==> config.mk <==
export PLATFORM = sky130hd
export DESIGN_NAME = cdd_top
export DESIGN_NICKNAME = d
export VERILOG_FILES = /design/src/verilog/cdd_pkg.sv /design/src/verilog/cdd_top.sv /design/src/verilog/cdd_div.sv
export SDC_FILE = /design/constraint.sdc
export NUM_CORES = 2
export LEC_CHECK = 0
export ABC_AREA = 1
export BUFFER_PORTS_ARGS = -buffer_cell sky130_fd_sc_hd__buf_2
export CORE_UTILIZATION = 61
export CTS_CLUSTER_DIAMETER = 100
export DETAILED_ROUTE_END_ITERATION = 16
export HOLD_SLACK_MARGIN = 0.02
export PLACE_DENSITY = 0.89
export SYNTH_ARGS = -nofsm -noshare
export SYNTH_HDL_FRONTEND = slang
export SYNTH_SLANG_ARGS = --single-unit
==> constraint.sdc <==
create_clock -name i_mclk -period 3.5 [get_ports i_mclk]
set_input_delay 0.175 -clock i_mclk [delete_from_list [all_inputs] [get_ports i_mclk]]
set_output_delay 0.175 -clock i_mclk [all_outputs]
set_load 0.05 [all_outputs]
==> src/verilog/cdd_pkg.sv <==
package cdd_pkg;

  // ==========================================================
  // Sizes and limits
  localparam int NCH = 6;
  localparam int REF_CH_A = 3;
  localparam int REF_CH_B = 4;
  localparam logic [10:0] EXT_MIN_DIV = 11'h01A;
  localparam logic [4:0]  FINE_MAX_STEP = 5'h13;
  localparam int FINE_STEP_PS = 25;
  localparam int FINE_OFS_PS  = 500;

  // ==========================================================
  // Status pin roles
  localparam logic [2:0] ROLE_LOCK = 3'h0;
  localparam logic [2:0] ROLE_HOLD = 3'h1;
  localparam logic [2:0] ROLE_LOS  = 3'h2;
  localparam logic [2:0] ROLE_RDBK = 3'h3;
  localparam logic [2:0] ROLE_SEL  = 3'h4;

  // ==========================================================
  // Configuration carriers
  typedef struct packed {
    logic        en;
    logic [10:0] div;
    logic [9:0]  ddly;
    logic        hs;
    logic        exempt;
    logic        ref_src;
    logic        ref_div_sel;
    logic        fine_en;
    logic [4:0]  fine_step;
  } cdd_chan_t;

  typedef struct packed {
    logic       vco_div_en;
    logic [3:0] vco_div;
    logic [3:0] ref_div;
    logic       ref_buf_en;
    logic       ref_buf_div_sel;
    logic       zero_dly;
    logic       fb_ext;
    logic [2:0] fb_ch;
    logic [2:0] ld_role;
    logic [2:0] in0_role;
  } cdd_glb_t;

  typedef enum {ST_HOLD, ST_WAIT, ST_RUN} cdd_dstate_t;

  // ==========================================================
  // Start-up values
  localparam cdd_chan_t CH_OFF_RST = '{1'b0, 11'h001, 10'h005, 1'b0,
    1'b0, 1'b0, 1'b0, 1'b0, 5'h00};
  localparam cdd_chan_t CH3_RST = '{1'b1, 11'h001, 10'h005, 1'b0,
    1'b0, 1'b1, 1'b0, 1'b0, 5'h00};
  localparam cdd_chan_t CH4_RST = '{1'b1, 11'h00A, 10'h005, 1'b0,
    1'b0, 1'b0, 1'b0, 1'b0, 5'h00};
  localparam cdd_glb_t GLB_RST = '{1'b0, 4'h2, 4'h1, 1'b1, 1'b0,
    1'b0, 1'b0, 3'h0, ROLE_LOCK, ROLE_LOS};

endpackage : cdd_pkg

==> src/verilog/cdd_top.sv <==
// Overview of operation
// - Each channel divides by 1 to 1045, odd or even, at 50% duty.
// - Divide ratios of 26 or more put the channel in extended mode.
// - Optional VCO post-divider divides 2 to 8 at 50% duty.
// - One selection of VCO or post-divided clock feeds path and feedback.
// - Coarse delay 4.5-12 path cycles normal, 12.5-522 VCO cycles extended.
// - Half-step bit gives half-cycle delay steps when divide exceeds 1.
// - New coarse delay waits for the next alignment event.
// - Alignment gives all non-exempt divider outputs a common edge and new delays.
// - Non-exempt reference-sourced outputs go low during alignment, unaligned.
// - Alignment-exempt outputs keep running through alignment.
// - Reference divider 1 to 8; each reference output picks divided or not.
// - Two channels may carry the reference; three reference outputs total.
// - Unprogrammed, channel four runs; channel three and buffer carry ref.
// - Fine delay 25 ps steps to 475 ps plus 500 ps when enabled.
// - Zero-delay feedback selects an internal output or external input.
// - Status pins report lock, holdover, loss; input pin may select input.
`timescale 1ns/1ns
module cdd_top (
  input  wire logic                            i_mclk,
  input  wire logic                            i_reset_n,
  input  wire logic                            i_reference_osc_input,
  input  wire logic                            i_sync,
  input  wire logic                            i_external_feedback_input,
  input  wire logic                            i_input0_status_pin,
  input  wire logic                            i_cfg_load,
  input  wire cdd_pkg::cdd_chan_t [5:0]        i_chan_cfg,
  input  wire cdd_pkg::cdd_glb_t               i_glb_cfg,
  input  wire logic                            i_pll1_lock,
  input  wire logic                            i_holdover,
  input  wire logic                            i_in0_los,
  input  wire logic                            i_readback_data,
  output logic      [5:0][1:0]                 o_clk_out,
  output logic                                 o_reference_buffer_out,
  output logic      [1:0]                      o_pll_fb_clk,
  output logic                                 o_pll1_fb,
  output logic      [5:0]                      o_extended,
  output logic      [5:0][9:0]                 o_fine_dly_ps,
  output logic                                 o_lock_status_pin,
  output logic                                 o_input0_status_pin,
  output logic                                 o_input0_status_oe,
  output logic                                 o_active_in_sel
);

  localparam int NCH = cdd_pkg::NCH;

  // ==========================================================
  // Pin synchronisers: level changes once stages 2 and 3 agree
  logic [3:0] pin_raw, s1, s2, s3, lv, next_lv;
  logic       sync_lv, ref_lv, extfb_lv, in0_lv;

  assign pin_raw = {i_input0_status_pin, i_external_feedback_input,
                    i_reference_osc_input, i_sync};
  assign {in0_lv, extfb_lv, ref_lv, sync_lv} = lv;

  genvar g;
  generate
    for (g = 0; g < 4; g++) begin : g_pin
      always_comb begin
        next_lv[g] = (s2[g] == s3[g]) ? s3[g] : lv[g];
      end
      always_ff @(posedge i_mclk) begin
        if (!i_reset_n) begin
          s1[g] <= 1'b0;
          s2[g] <= 1'b0;
          s3[g] <= 1'b0;
          lv[g] <= 1'b0;
        end else begin
          s1[g] <= pin_raw[g];
          s2[g] <= s1[g];
          s3[g] <= s2[g];
          lv[g] <= next_lv[g];
        end
      end
    end
  endgenerate

  // ==========================================================
  // Active configuration; reset gives the start-up clocks
  cdd_pkg::cdd_chan_t [5:0] act_ch, next_act_ch;
  cdd_pkg::cdd_glb_t        act_glb, next_act_glb;

  always_comb begin
    next_act_ch  = act_ch;
    next_act_glb = act_glb;
    if (i_cfg_load) begin
      next_act_ch  = i_chan_cfg;
      next_act_glb = i_glb_cfg;
    end
  end

  always_ff @(posedge i_mclk) begin
    if (!i_reset_n) begin
      for (int k = 0; k < NCH; k++) begin
        act_ch[k] <= cdd_pkg::CH_OFF_RST;
      end
      act_ch[3] <= cdd_pkg::CH3_RST;
      act_ch[4] <= cdd_pkg::CH4_RST;
      act_glb   <= cdd_pkg::GLB_RST;
    end else begin
      act_ch  <= next_act_ch;
      act_glb <= next_act_glb;
    end
  end

  // ==========================================================
  // VCO post-divider and path clock select
  logic [1:0] pd_ph;
  logic       pd_rise, tick;

  cdd_div u_postdiv (
    .i_mclk    (i_mclk),
    .i_reset_n (i_reset_n),
    .i_en      (1'b1),
    .i_cnt_en  (1'b1),
    .i_hold    (!act_glb.vco_div_en),
    .i_div     ({7'h00, act_glb.vco_div}),
    .i_dly_h   (11'h000),
    .o_ph      (pd_ph),
    .o_rise    (pd_rise)
  );

  // The same choice clocks channels and the feedback prescaler
  assign tick = act_glb.vco_div_en ? pd_rise : 1'b1;

  logic [1:0] next_fb_clk;

  always_comb begin
    next_fb_clk = act_glb.vco_div_en ? pd_ph : 2'h2;
  end

  always_ff @(posedge i_mclk) begin
    if (!i_reset_n) begin
      o_pll_fb_clk <= 2'h0;
    end else begin
      o_pll_fb_clk <= next_fb_clk;
    end
  end

  // ==========================================================
  // Reference divider: toggling every div edges keeps 50% duty
  logic       ref_prev, ref_div_q, next_ref_div_q;
  logic [3:0] ref_cnt, next_ref_cnt;

  always_comb begin
    next_ref_cnt   = ref_cnt;
    next_ref_div_q = ref_div_q;
    if (ref_lv != ref_prev) begin
      if (ref_cnt + 4'h1 >= act_glb.ref_div) begin
        next_ref_cnt   = 4'h0;
        next_ref_div_q = !ref_div_q;
      end else begin
        next_ref_cnt = ref_cnt + 4'h1;
      end
    end
  end

  always_ff @(posedge i_mclk) begin
    if (!i_reset_n) begin
      ref_prev  <= 1'b0;
      ref_cnt   <= 4'h0;
      ref_div_q <= 1'b0;
    end else begin
      ref_prev  <= ref_lv;
      ref_cnt   <= next_ref_cnt;
      ref_div_q <= next_ref_div_q;
    end
  end

  // ==========================================================
  // Channels
  logic [5:0]        hold, ref_ok, ext, forced;
  logic [5:0][10:0]  dly_lat, next_dly_lat;
  logic [5:0][1:0]   ch_ph, next_clk_out;
  logic [5:0][9:0]   next_fine;

  function automatic logic [9:0] fine_ps(input cdd_pkg::cdd_chan_t c);
    logic [4:0] s;
    s = (c.fine_step > cdd_pkg::FINE_MAX_STEP) ?
        cdd_pkg::FINE_MAX_STEP : c.fine_step;
    fine_ps = c.fine_en ? 10'(cdd_pkg::FINE_OFS_PS +
                              cdd_pkg::FINE_STEP_PS * int'(s)) : 10'h000;
  endfunction : fine_ps

  function automatic logic [10:0] dly_halves(input cdd_pkg::cdd_chan_t c);
    dly_halves = {c.ddly, 1'b0} -
                 {10'h000, c.hs && c.div > 11'h001};
  endfunction : dly_halves

  // A channel pair is held between path ticks; the path clock halves
  // pick which half shows, so odd post-divides keep their 50% duty
  function automatic logic [1:0] on_path(input logic [1:0] ph,
                                         input logic [1:0] path);
    on_path = {path[1] ? ph[1] : ph[0], path[0] ? ph[1] : ph[0]};
  endfunction : on_path

  generate
    for (g = 0; g < NCH; g++) begin : g_ch
      assign ext[g]    = act_ch[g].div >= cdd_pkg::EXT_MIN_DIV;
      assign ref_ok[g] = act_ch[g].ref_src &&
                         (g == cdd_pkg::REF_CH_A ||
                          g == cdd_pkg::REF_CH_B);
      assign forced[g] = sync_lv && !act_ch[g].exempt;
      assign hold[g]   = forced[g] || !act_ch[g].en || ref_ok[g];

      cdd_div u_div (
        .i_mclk    (i_mclk),
        .i_reset_n (i_reset_n),
        .i_en      (tick),
        .i_cnt_en  (ext[g] ? 1'b1 : tick),
        .i_hold    (hold[g]),
        .i_div     (act_ch[g].div),
        .i_dly_h   (dly_lat[g]),
        .o_ph      (ch_ph[g]),
        .o_rise    ()
      );

      always_comb begin
        // Delay is captured only while alignment is asserted
        next_dly_lat[g] = sync_lv ? dly_halves(act_ch[g])
                                  : dly_lat[g];
        next_fine[g]    = fine_ps(act_ch[g]);
        if (!act_ch[g].en) begin
          next_clk_out[g] = 2'h0;
        end else if (ref_ok[g]) begin
          // Registered from the synchronised reference level or its divided copy
          next_clk_out[g] = forced[g] ? 2'h0 :
            {2{act_ch[g].ref_div_sel ? ref_div_q : ref_lv}};
        end else begin
          next_clk_out[g] = on_path(ch_ph[g], o_pll_fb_clk);
        end
      end
    end
  endgenerate

  always_ff @(posedge i_mclk) begin
    if (!i_reset_n) begin
      dly_lat       <= '0;
      o_clk_out     <= '0;
      o_extended    <= 6'h00;
      o_fine_dly_ps <= '0;
    end else begin
      dly_lat       <= next_dly_lat;
      o_clk_out     <= next_clk_out;
      o_extended    <= ext;
      o_fine_dly_ps <= next_fine;
    end
  end

  // ==========================================================
  // Reference buffer, feedback mux and status pins
  logic next_refbuf, next_fb, next_ld, next_in0, next_oe, next_sel;

  function automatic logic role_val(input logic [2:0] r, input logic rb);
    case (r)
      cdd_pkg::ROLE_LOCK: role_val = i_pll1_lock;
      cdd_pkg::ROLE_HOLD: role_val = i_holdover;
      cdd_pkg::ROLE_LOS:  role_val = i_in0_los;
      cdd_pkg::ROLE_RDBK: role_val = rb;
      default:            role_val = 1'b0;
    endcase
  endfunction : role_val

  always_comb begin
    next_refbuf = act_glb.ref_buf_en && !sync_lv &&
      (act_glb.ref_buf_div_sel ? ref_div_q : ref_lv);
    next_fb = 1'b0;
    if (act_glb.zero_dly) begin
      next_fb = act_glb.fb_ext ? extfb_lv
                               : o_clk_out[act_glb.fb_ch][1];
    end
    next_ld  = role_val(act_glb.ld_role, i_readback_data);
    next_in0 = role_val(act_glb.in0_role, i_readback_data);
    next_oe  = act_glb.in0_role != cdd_pkg::ROLE_SEL;
    // An output-role pin reads as zero for input selection
    next_sel = !next_oe && in0_lv;
  end

  always_ff @(posedge i_mclk) begin
    if (!i_reset_n) begin
      o_reference_buffer_out <= 1'b0;
      o_pll1_fb              <= 1'b0;
      o_lock_status_pin      <= 1'b0;
      o_input0_status_pin    <= 1'b0;
      o_input0_status_oe     <= 1'b0;
      o_active_in_sel        <= 1'b0;
    end else begin
      o_reference_buffer_out <= next_refbuf;
      o_pll1_fb              <= next_fb;
      o_lock_status_pin      <= next_ld;
      o_input0_status_pin    <= next_in0;
      o_input0_status_oe     <= next_oe;
      o_active_in_sel        <= next_sel;
    end
  end
endmodule : cdd_top

==> src/verilog/cdd_div.sv <==
`timescale 1ns/1ns
module cdd_div (
  input  wire logic        i_mclk,
  input  wire logic        i_reset_n,
  input  wire logic        i_en,
  input  wire logic        i_cnt_en,
  input  wire logic        i_hold,
  input  wire logic [10:0] i_div,
  input  wire logic [10:0] i_dly_h,
  output logic      [1:0]  o_ph,
  output logic             o_rise
);

  // ==========================================================
  // Half-slot divider: o_ph[1] is the first half of a cycle
  cdd_pkg::cdd_dstate_t st, next_st;
  logic [11:0] q, next_q;
  logic [10:0] wd, next_wd;
  logic [1:0]  next_ph;
  logic        next_rise;
  logic [11:0] q1;

  function automatic logic hi(input logic [11:0] p,
                              input logic [10:0] d);
    hi = p < {1'b0, d};
  endfunction : hi

  function automatic logic [11:0] adv(input logic [11:0] p,
                                      input logic [10:0] d);
    adv = (p + 12'h001 == {d, 1'b0}) ? 12'h000 : p + 12'h001;
  endfunction : adv

  assign q1 = adv(q, i_div);

  always_comb begin
    next_st   = st;
    next_q    = q;
    next_wd   = wd;
    next_ph   = o_ph;
    next_rise = 1'b0;
    case (st)
      cdd_pkg::ST_HOLD: begin
        next_ph = 2'h0;
        next_q  = 12'h000;
        next_wd = i_dly_h;
        next_st = cdd_pkg::ST_WAIT;
      end
      cdd_pkg::ST_WAIT: begin
        if (wd == 11'h000 && i_en) begin
          next_ph   = {hi(q, i_div), hi(q1, i_div)};
          next_q    = adv(q1, i_div);
          next_rise = 1'b1;
          next_st   = cdd_pkg::ST_RUN;
        end else if (wd == 11'h001 && i_en) begin
          next_ph   = 2'h1;
          next_q    = 12'h001;
          next_rise = 1'b1;
          next_st   = cdd_pkg::ST_RUN;
        end else if (wd > 11'h001 && i_cnt_en) begin
          next_wd = wd - 11'h002;
        end
      end
      cdd_pkg::ST_RUN: begin
        if (i_en) begin
          // Odd ratios stay 50% because each half slot counts
          next_ph   = {hi(q, i_div), hi(q1, i_div)};
          next_q    = adv(q1, i_div);
          next_rise = q == 12'h000;
        end
      end
      default: next_st = cdd_pkg::ST_HOLD;
    endcase
    if (i_hold) begin
      next_st   = cdd_pkg::ST_HOLD;
      next_ph   = 2'h0;
      next_rise = 1'b0;
    end
  end

  always_ff @(posedge i_mclk) begin
    if (!i_reset_n) begin
      st     <= cdd_pkg::ST_HOLD;
      q      <= 12'h000;
      wd     <= 11'h000;
      o_ph   <= 2'h0;
      o_rise <= 1'b0;
    end else begin
      st     <= next_st;
      q      <= next_q;
      wd     <= next_wd;
      o_ph   <= next_ph;
      o_rise <= next_rise;
    end
  end
endmodule : cdd_div

======== Yosys cells after proc, flatten, opt, wreduce, memory -nomap -nowiden ========
Index checks and enable logic that the tools add are counted.
W data, S select, Z words.
storage, ports and cells
  flip-flop bits (word level) ............. 780
  bits of input ports ..................... 225
  output and inout port bits .............. 86
  word-level logic and storage cells ...... 589
operators by class
  $add $sub $neg .......................... 34
  multipliers ............................. 6
  $lt $le $gt $ge ......................... 41
  eq/ne operators ......................... 81
  mux-type cells .......................... 159
  bitwise logic cells ..................... 8
  reductions and logical operators ........ 129
operators with widths
  kind                     count
  $pmux W32 S3             7
  $mux W32                 14
  $mux W12                 34
  $pmux W12 S3             7
  $mux W11                 21
  $eq A32 B1 Y1 const B    7
  $eq A32 B2 Y1 const B    7
  $logic_not A32 Y1        7
  $add A12 B1 Y12 const B  14
  $pmux W11 S2             7
  $eq A12 B12 Y1           12
  $lt A12 B11 Y1           12
  $gt A11 B1 Y1 const B    13
  $eq A11 B1 Y1 const B    7
  $logic_not A11 Y1        7
  $sub A11 B2 Y11 const B  7
  $ge A11 B5 Y1 const B    6
  $sub A11 B1 Y11          6
  $add A9 B10 Y10 const A  6
  $mul A5 B5 Y10 const A   6
  $mux W2                  26
  $reduce_and A2 Y1        23
  $pmux W2 S3              7
  $ne A2 B2 Y1 const B     19
  other kinds (30)         176

======== Depth between registers and ports, before layout ========
  depth in word-level cells ............... 8
  depth in mapped cells ................... 30
  depth with buffers taken out ............ 29

======== Modules after synthesis ========
A second synthesis with hierarchy kept.
second synthesis, totals
  cells, all modules ...................... 5938
  area total of the unflattened synthesis .. 38340.5 um^2
by module, submodules not included
  module                       times used  cells an instance  area each (um^2)  sequential area each (um^2)
  cdd_top                      1           2207               16903.7           7607.3
  cdd_div (g_ch[1].u_div ...)  5           529                3036.7            560.5
  cdd_div (g_ch[0].u_div ...)  2           543                3126.7            560.5

======== Worst setup path after synthesis ========
No wires, ideal clock.
  kind .................................... register to register
  start ................................... register g_ch[5].u_div.q[0]
  end ..................................... register g_ch[5].u_div.q[10]
  library setup time ...................... 132 ps
  data arrival time ....................... 3066 ps
  data required time ...................... 3368 ps
  setup slack ............................. 301 ps
  stages on the path, launching flop included .. 30
  path buffers ............................ 1
  clock period less this slack ............ 3199 ps
  cells stage by stage .................... dfxtp_1 -> ha_1 -> nand3_2 -> nor2_4 -> nand3b_1 -> nand2_2 -> nand2_1 -> nand2_1 -> inv_1 -> nand2_1 -> nor2_1 -> nand2_2 -> inv_1 -> nor2_1 -> ha_1 -> nand2_1 -> nand3b_1 -> nor2_2 -> nand2_1 -> nand2_1 -> nand2_1 -> nand2_1 -> nand2_1 -> inv_1 -> nand2_1 -> nor2_1 -> nand2_1 -> buf_6 -> nand2_1 -> a21oi_1
on the way
  cells in the longest elaborated chain, start to end .. 8
  elaborated cells between the ends (all ways) .. 9
  those cells by class .................... 2 x add/sub; 2 x eq/ne; 5 x mux
ends and longest elaborated chain
  element                      line                          RTL
  start: declaration           cdd_div.sv:17                 logic [11:0] q, next_q;
  start signal: assignment     cdd_div.sv:89                 q <= next_q;
  $add A12 B1 Y12 *            cdd_div.sv:30                 adv = (p + 12'h001 == {d, 1'b0}) ? 12'h000 : p + 12'h001;
  $eq A12 B12 Y1               cdd_div.sv:30
  $mux W12 *                   cdd_div.sv:30
  $add A12 B1 Y12 *            cdd_div.sv:30
  $eq A12 B12 Y1               cdd_div.sv:30
  $mux W12 *                   cdd_div.sv:30
  $mux W12 (on tied branches)  cdd_div.sv:64, cdd_div.sv:49
  $pmux W12 S3 *               cdd_div.sv:41                 case (st)
Mark *: on every way between the ends. The rest lies on a longest branch, timed or not. The select of a mux whose other input is x is not followed.
A chain may end at the register's enable or synchronous reset.

======== Worst setup path after layout ========
  start ................................... register act_ch[66] (netlist name)
  end ..................................... register o_fine_dly_ps[29] (netlist name)
on the way
  cells in the longest elaborated chain, start to end .. 4
ends and longest elaborated chain
  element                           line            RTL
  start: declaration                cdd_top.sv:80   cdd_pkg::cdd_chan_t [5:0] act_ch, next_act_ch;
  start signal: indexed assignment  cdd_top.sv:95   act_ch[k] <= cdd_pkg::CH_OFF_RST;
  start signal: assignment          cdd_top.sv:101  act_ch <= next_act_ch;
  $gt A5 B5 Y1                      cdd_top.sv:179  s = (c.fine_step > cdd_pkg::FINE_MAX_STEP) ?
  $mux W5 *                         cdd_top.sv:179
  $mul A5 B5 Y10 *                  cdd_top.sv:182  cdd_pkg::FINE_STEP_PS * int'(s)) : 10'h000;
  $add A9 B10 Y10 *                 cdd_top.sv:181  fine_ps = c.fine_en ? 10'(cdd_pkg::FINE_OFS_PS +
  end signal: assignment            cdd_top.sv:246  o_fine_dly_ps <= next_fine;
  end: declaration                  cdd_top.sv:38   output logic [5:0][9:0] o_fine_dly_ps,
Mark *: on every way between the ends. The rest lies on a longest branch, timed or not.

==> summary.md <==
| Metric | Value |
|---|---|
| Run status | `finished, violations left` |
| Failing checks | `negative setup slack` |
| Starting density of the core | `62.3%` |
| Switching Fraction | `32.5%` |
| DP Wirelength | `72000 um` |
| CP arrival | `4.46 ns` |
| Syn_nets | `5871` |
| Worst-path maximum fanout | `4` |
| Non-Filler Instances | `6728` |
| Core area | `56900 sq um` |
| Core Util, Final | `between 70 and 80%` |
| Clock skew | `0.0201 ns` |
| Via count | `around 40000` |
| Yosys warns | `0` |
| Detailed Route Iter0 Violations | `4150` |
| Clock buffer depth | `3` |
| Die area | `59100 sq um` |
| Largest net degree at the start of global routing | `between 150 and 200` |
| Max stage delay on crit path | `between 0.4 and 0.5 ns` |
| P_sw | `5.86 mW` |
| Nets | `6437` |
| Final Critical Period | `just under 4 ns` |
| Unrepaired setup endpoints after global routing | `yes` |
| Post-route DRC violation count | `0` |
| Grt ovf | `0` |
| Type of element launching the critical path | `flip-flop` |
| DR pass1 iterations | `9` |
| Power Internal | `12.2 mW` |
| Worst-margin pin slew | `1.10 ns` |
| Clock Power Share | `37.8%` |
| Final Hold Fails | `0` |
| Vias in the first global route | `36700` |
| # rows | `just under 90` |
| Worst-Skew Late Latency | `about 0.65 ns` |
| Placed Cells | `between 6000 and 7000` |
| Most frequent cell after synthesis | `nand2_1` |
| Die X | `243 um` |
| Share of layout cells above drive strength 1 | `between 10% and 20%` |
| Synth area leader | `dfxtp_1` |
| Io pins | `311` |
| CP max-delay cell | `ha_1` |
| Post-synth EDFFs | `0` |
| Flop pwr share | `39.5%` |
| Final WL | `about 120000 um` |
| Antenna violations before repair | `9` |
| Asr flop ratio synth | `0%` |
| CP cell instances | `o21ai_4, buf_4, nand2_1, ha_1, ha_1, inv_1, fa_1, inv_1, ha_1, a21oi_1, inv_1, a31oi_2, o21bai_1, a21oi_2, o21ai_0, a21oi_1` |
| Clk pin slew, worst setup/hold paths | `0.08 ns` |
| Peak supply drop | `around 0.00045 V` |
| Dominant cells by area after synthesis | `dfxtp_1 (32%), nand2_1 (12%), ha_1 (9.8%)` |
| CTS tree | `done` |
| P&R area growth vs syn | `22.5%` |
| Ranking of synthesized cells by instance count | `nand2_1 (1142), inv_1 (747), nor2_1 (655), dfxtp_1 (569), a21oi_1 (485)` |
| Final setup vio count | `9` |
| Port Buffer Count | `302` |
| Critical path type | `reg -> reg` |
| Logic pwr share | `22.7%` |
| Fmax | `~0.26 GHz` |
| Num CTS Buffers | `59` |
| Setup crit end kind | `flip-flop` |
| Die height | `243 um` |
| First-pass GRT wire length | `181000 um` |
| ANT nets after route | `0` |
| DR vias/cell | `5.88` |
| Period Utilization, post-route | `111%` |
| Unique masters post-synth | `62` |
| Placer's final routability congestion estimate | `0.964` |
| Leak | `roughly 21 nW` |
| Synthesized flop and latch total | `569` |
| Mean post-synth cell area | `6.63 sq um` |
| Max_cap viols | `0` |
| Critical Path RT | `4.07 ns` |
| Final WS setup | `-0.389 ns` |
| Seq/Total Area, Yosys | `32.1%` |
| Slew HR | `26.4%` |
| All-Layer GR Usage | `37.0%` |
| Mapped Area | `roughly 35000 sq um` |
| Main synth FF type | `dfxtp_1` |
| Min Hold Slack | `0.127 ns` |
| Post-Syn Instances | `5350` |
| Path category of the worst min-delay check | `in -> reg` |
| Root Buffer Master | `clkbuf_16` |
| DR WL/cell | `roughly 18 um` |
| Pwr dens | `between 400 and 500 nW/um^2` |
| Area fraction of the dominant cell type after synthesis | `32.1%` |
| H-tree depth | `2` |
| Final Max Tran Viols | `0` |
| Clock sink total | `569` |
-- cell families (layout without fill, tap and decap cells) --
kind of cell | Yosys count | count (layout) | synth area share, %
XOR/XNOR | 60 | 60 | 1.60
AND/OR/NAND/NOR | 2400 | 2402 | 28.6
AO/OA/AOI/OAI | 1093 | 1093 | 16.7
adder cells (fa/ha/maj) | 297 | 297 | 10.9
multiplexers | 4 | 4 | 0.113
flip-flops | 569 | 569 | 32.1
buffers and inverters | 927 | 1540 | 10.0
other | 0 | 7 | 0
-- power groups by stage --
| stage | combinational [mW] | clock, mW | sequential, mW |
|---|---|---|---|
| floorplan | 2.22 | 0 | 7.34 |
| global placement | 3.13 | 0 | 7.21 |
| detailed placement | 3.25 | 0 | 7.22 |
| CTS | 3.55 | 6.81 | 7.08 |
| global route | 4.43 | 7.13 | 7.15 |
| finish | 4.10 | 6.83 | 7.12 |
-- sequential cells by signal, summed over array words and instances, names as in the netlist, 2 cells and up --
| signal | flops |
|---|---|
| u_postdiv.wd | 10 |
| u_postdiv.o_ph | 2 |
| g_ch.u_div.wd | 66 |
| o_extended | 6 |
| u_postdiv.q | 12 |
| dly_lat | 66 |
| act_ch | 184 |
| u_postdiv.st | 2 |
| act_glb | 22 |
| g_ch.u_div.o_ph | 12 |
| o_clk_out | 12 |
| g_ch.u_div.q | 72 |
| ref_cnt | 4 |
| s1 | 4 |
| s3 | 4 |
| o_fine_dly_ps | 60 |
| s2 | 4 |
| g_ch.u_div.st | 12 |
| o_pll_fb_clk | 2 |
-- layout by cell type (no fill, tap or decap), types with 15 or more instances in the layout --
cell | synthesis | layout
a211oi_1 | 28 | 23
a21oi_1 | 485 | 472
a31oi_1 | 41 | 36
buf_2 | 3 | 300
buf_4 | 5 | 117
clkbuf_16 | 0 | 60
dfxtp_1 | 569 | 533
dfxtp_2 | 0 | 32
dlygate4sd3_1 | 0 | 240
fa_1 | 18 | 17
ha_1 | 278 | 264
inv_1 | 747 | 729
inv_2 | 15 | 31
nand2_1 | 1142 | 1121
nand2_2 | 11 | 31
nand3_1 | 377 | 363
nand3_2 | 9 | 21
nand3b_1 | 20 | 20
nand4_1 | 67 | 67
nor2_1 | 655 | 621
nor2_2 | 23 | 38
nor2_4 | 10 | 29
nor3_1 | 46 | 45
nor4_1 | 15 | 15
o211ai_1 | 31 | 31
o21ai_0 | 411 | 402
o21ai_1 | 14 | 20
or2_2 | 15 | 15
xor2_1 | 46 | 44
-- layout make-up --
| cell class | instances | area (sq um) |
|---|---|---|
| tap | 756 | 946 |
| timing repair buffer | 664 | 4880 |
| inverter | 766 | 2890 |
| sequential | 569 | 11400 |
| clock buffer | 78 | 1690 |
| fill | 3974 | 13500 |
| multi-input combinational | 3856 | 21200 |
| clock inverter | 32 | 388 |
| antenna | 7 | 17.5 |
-- metal layers --
layer	GRT usage [%]	vias to the layer above	wire [um]
met3	6.80	669	12200
met2	61.5	2340	53500
met4	21.2	6	8450
met5	0	-	35
met1	44.8	17900	45400
li1	-	18600	-
-- worst max-delay path: cells and delay by family (launching register included) --
| kind | cells | cell delay, ns |
|---|---|---|
| compound gates | 7 | 1.53 |
| fa+ha+maj | 4 | 1.37 |
| buf+inv | 4 | 0.38 |
| flops | 1 | 0.40 |
| simple gates | 1 | 0.12 |
-- metrics by stage --
stage               setup slack (ns)  total power, mW  cell area, sq um  TNS (ns)
finish                        -0.389             18.0             43400     -2.13
global route                  -0.367             18.7             43400     -2.73
CTS                           0.0171             17.4             42600         0
detailed placement           -0.0220             10.5             38100   -0.0220
global placement               0.144             10.3             38100         0
floorplan                      0.301             9.55             35500         0
-- final timing paths --
check | from | end | slack [ns] | cells after the start
hold reg to reg | s1[3]$_SDFF_PN0_ | s2[3]$_SDFF_PN0_ | 0.42 | 2
setup reg to reg | act_ch[66]$_SDFFE_PN0P_ | o_fine_dly_ps[29]$_SDFF_PN0_ | -0.39 | 16
hold / removal | i_cfg_load | act_ch[84]$_SDFFE_PN1P_ | 0.13 | 2
setup / recovery | act_ch[66]$_SDFFE_PN0P_ | o_fine_dly_ps[29]$_SDFF_PN0_ | -0.39 | 16
-- timing repair --
| action | 4_1_cts | 5_1_grt |
|---|---|---|
| hold buffers | 240 | 0 |
| setup endpoints to repair | 6 | 91 |
| buffers inserted | 0 | 13 |
| hold endpoints to repair | 229 | 0 |
| pin swaps | 0 | 55 |
| gates cloned | 0 | 2 |
| gates resized for setup | 4 | 215 |
Power figures use the tool's default switching activity.
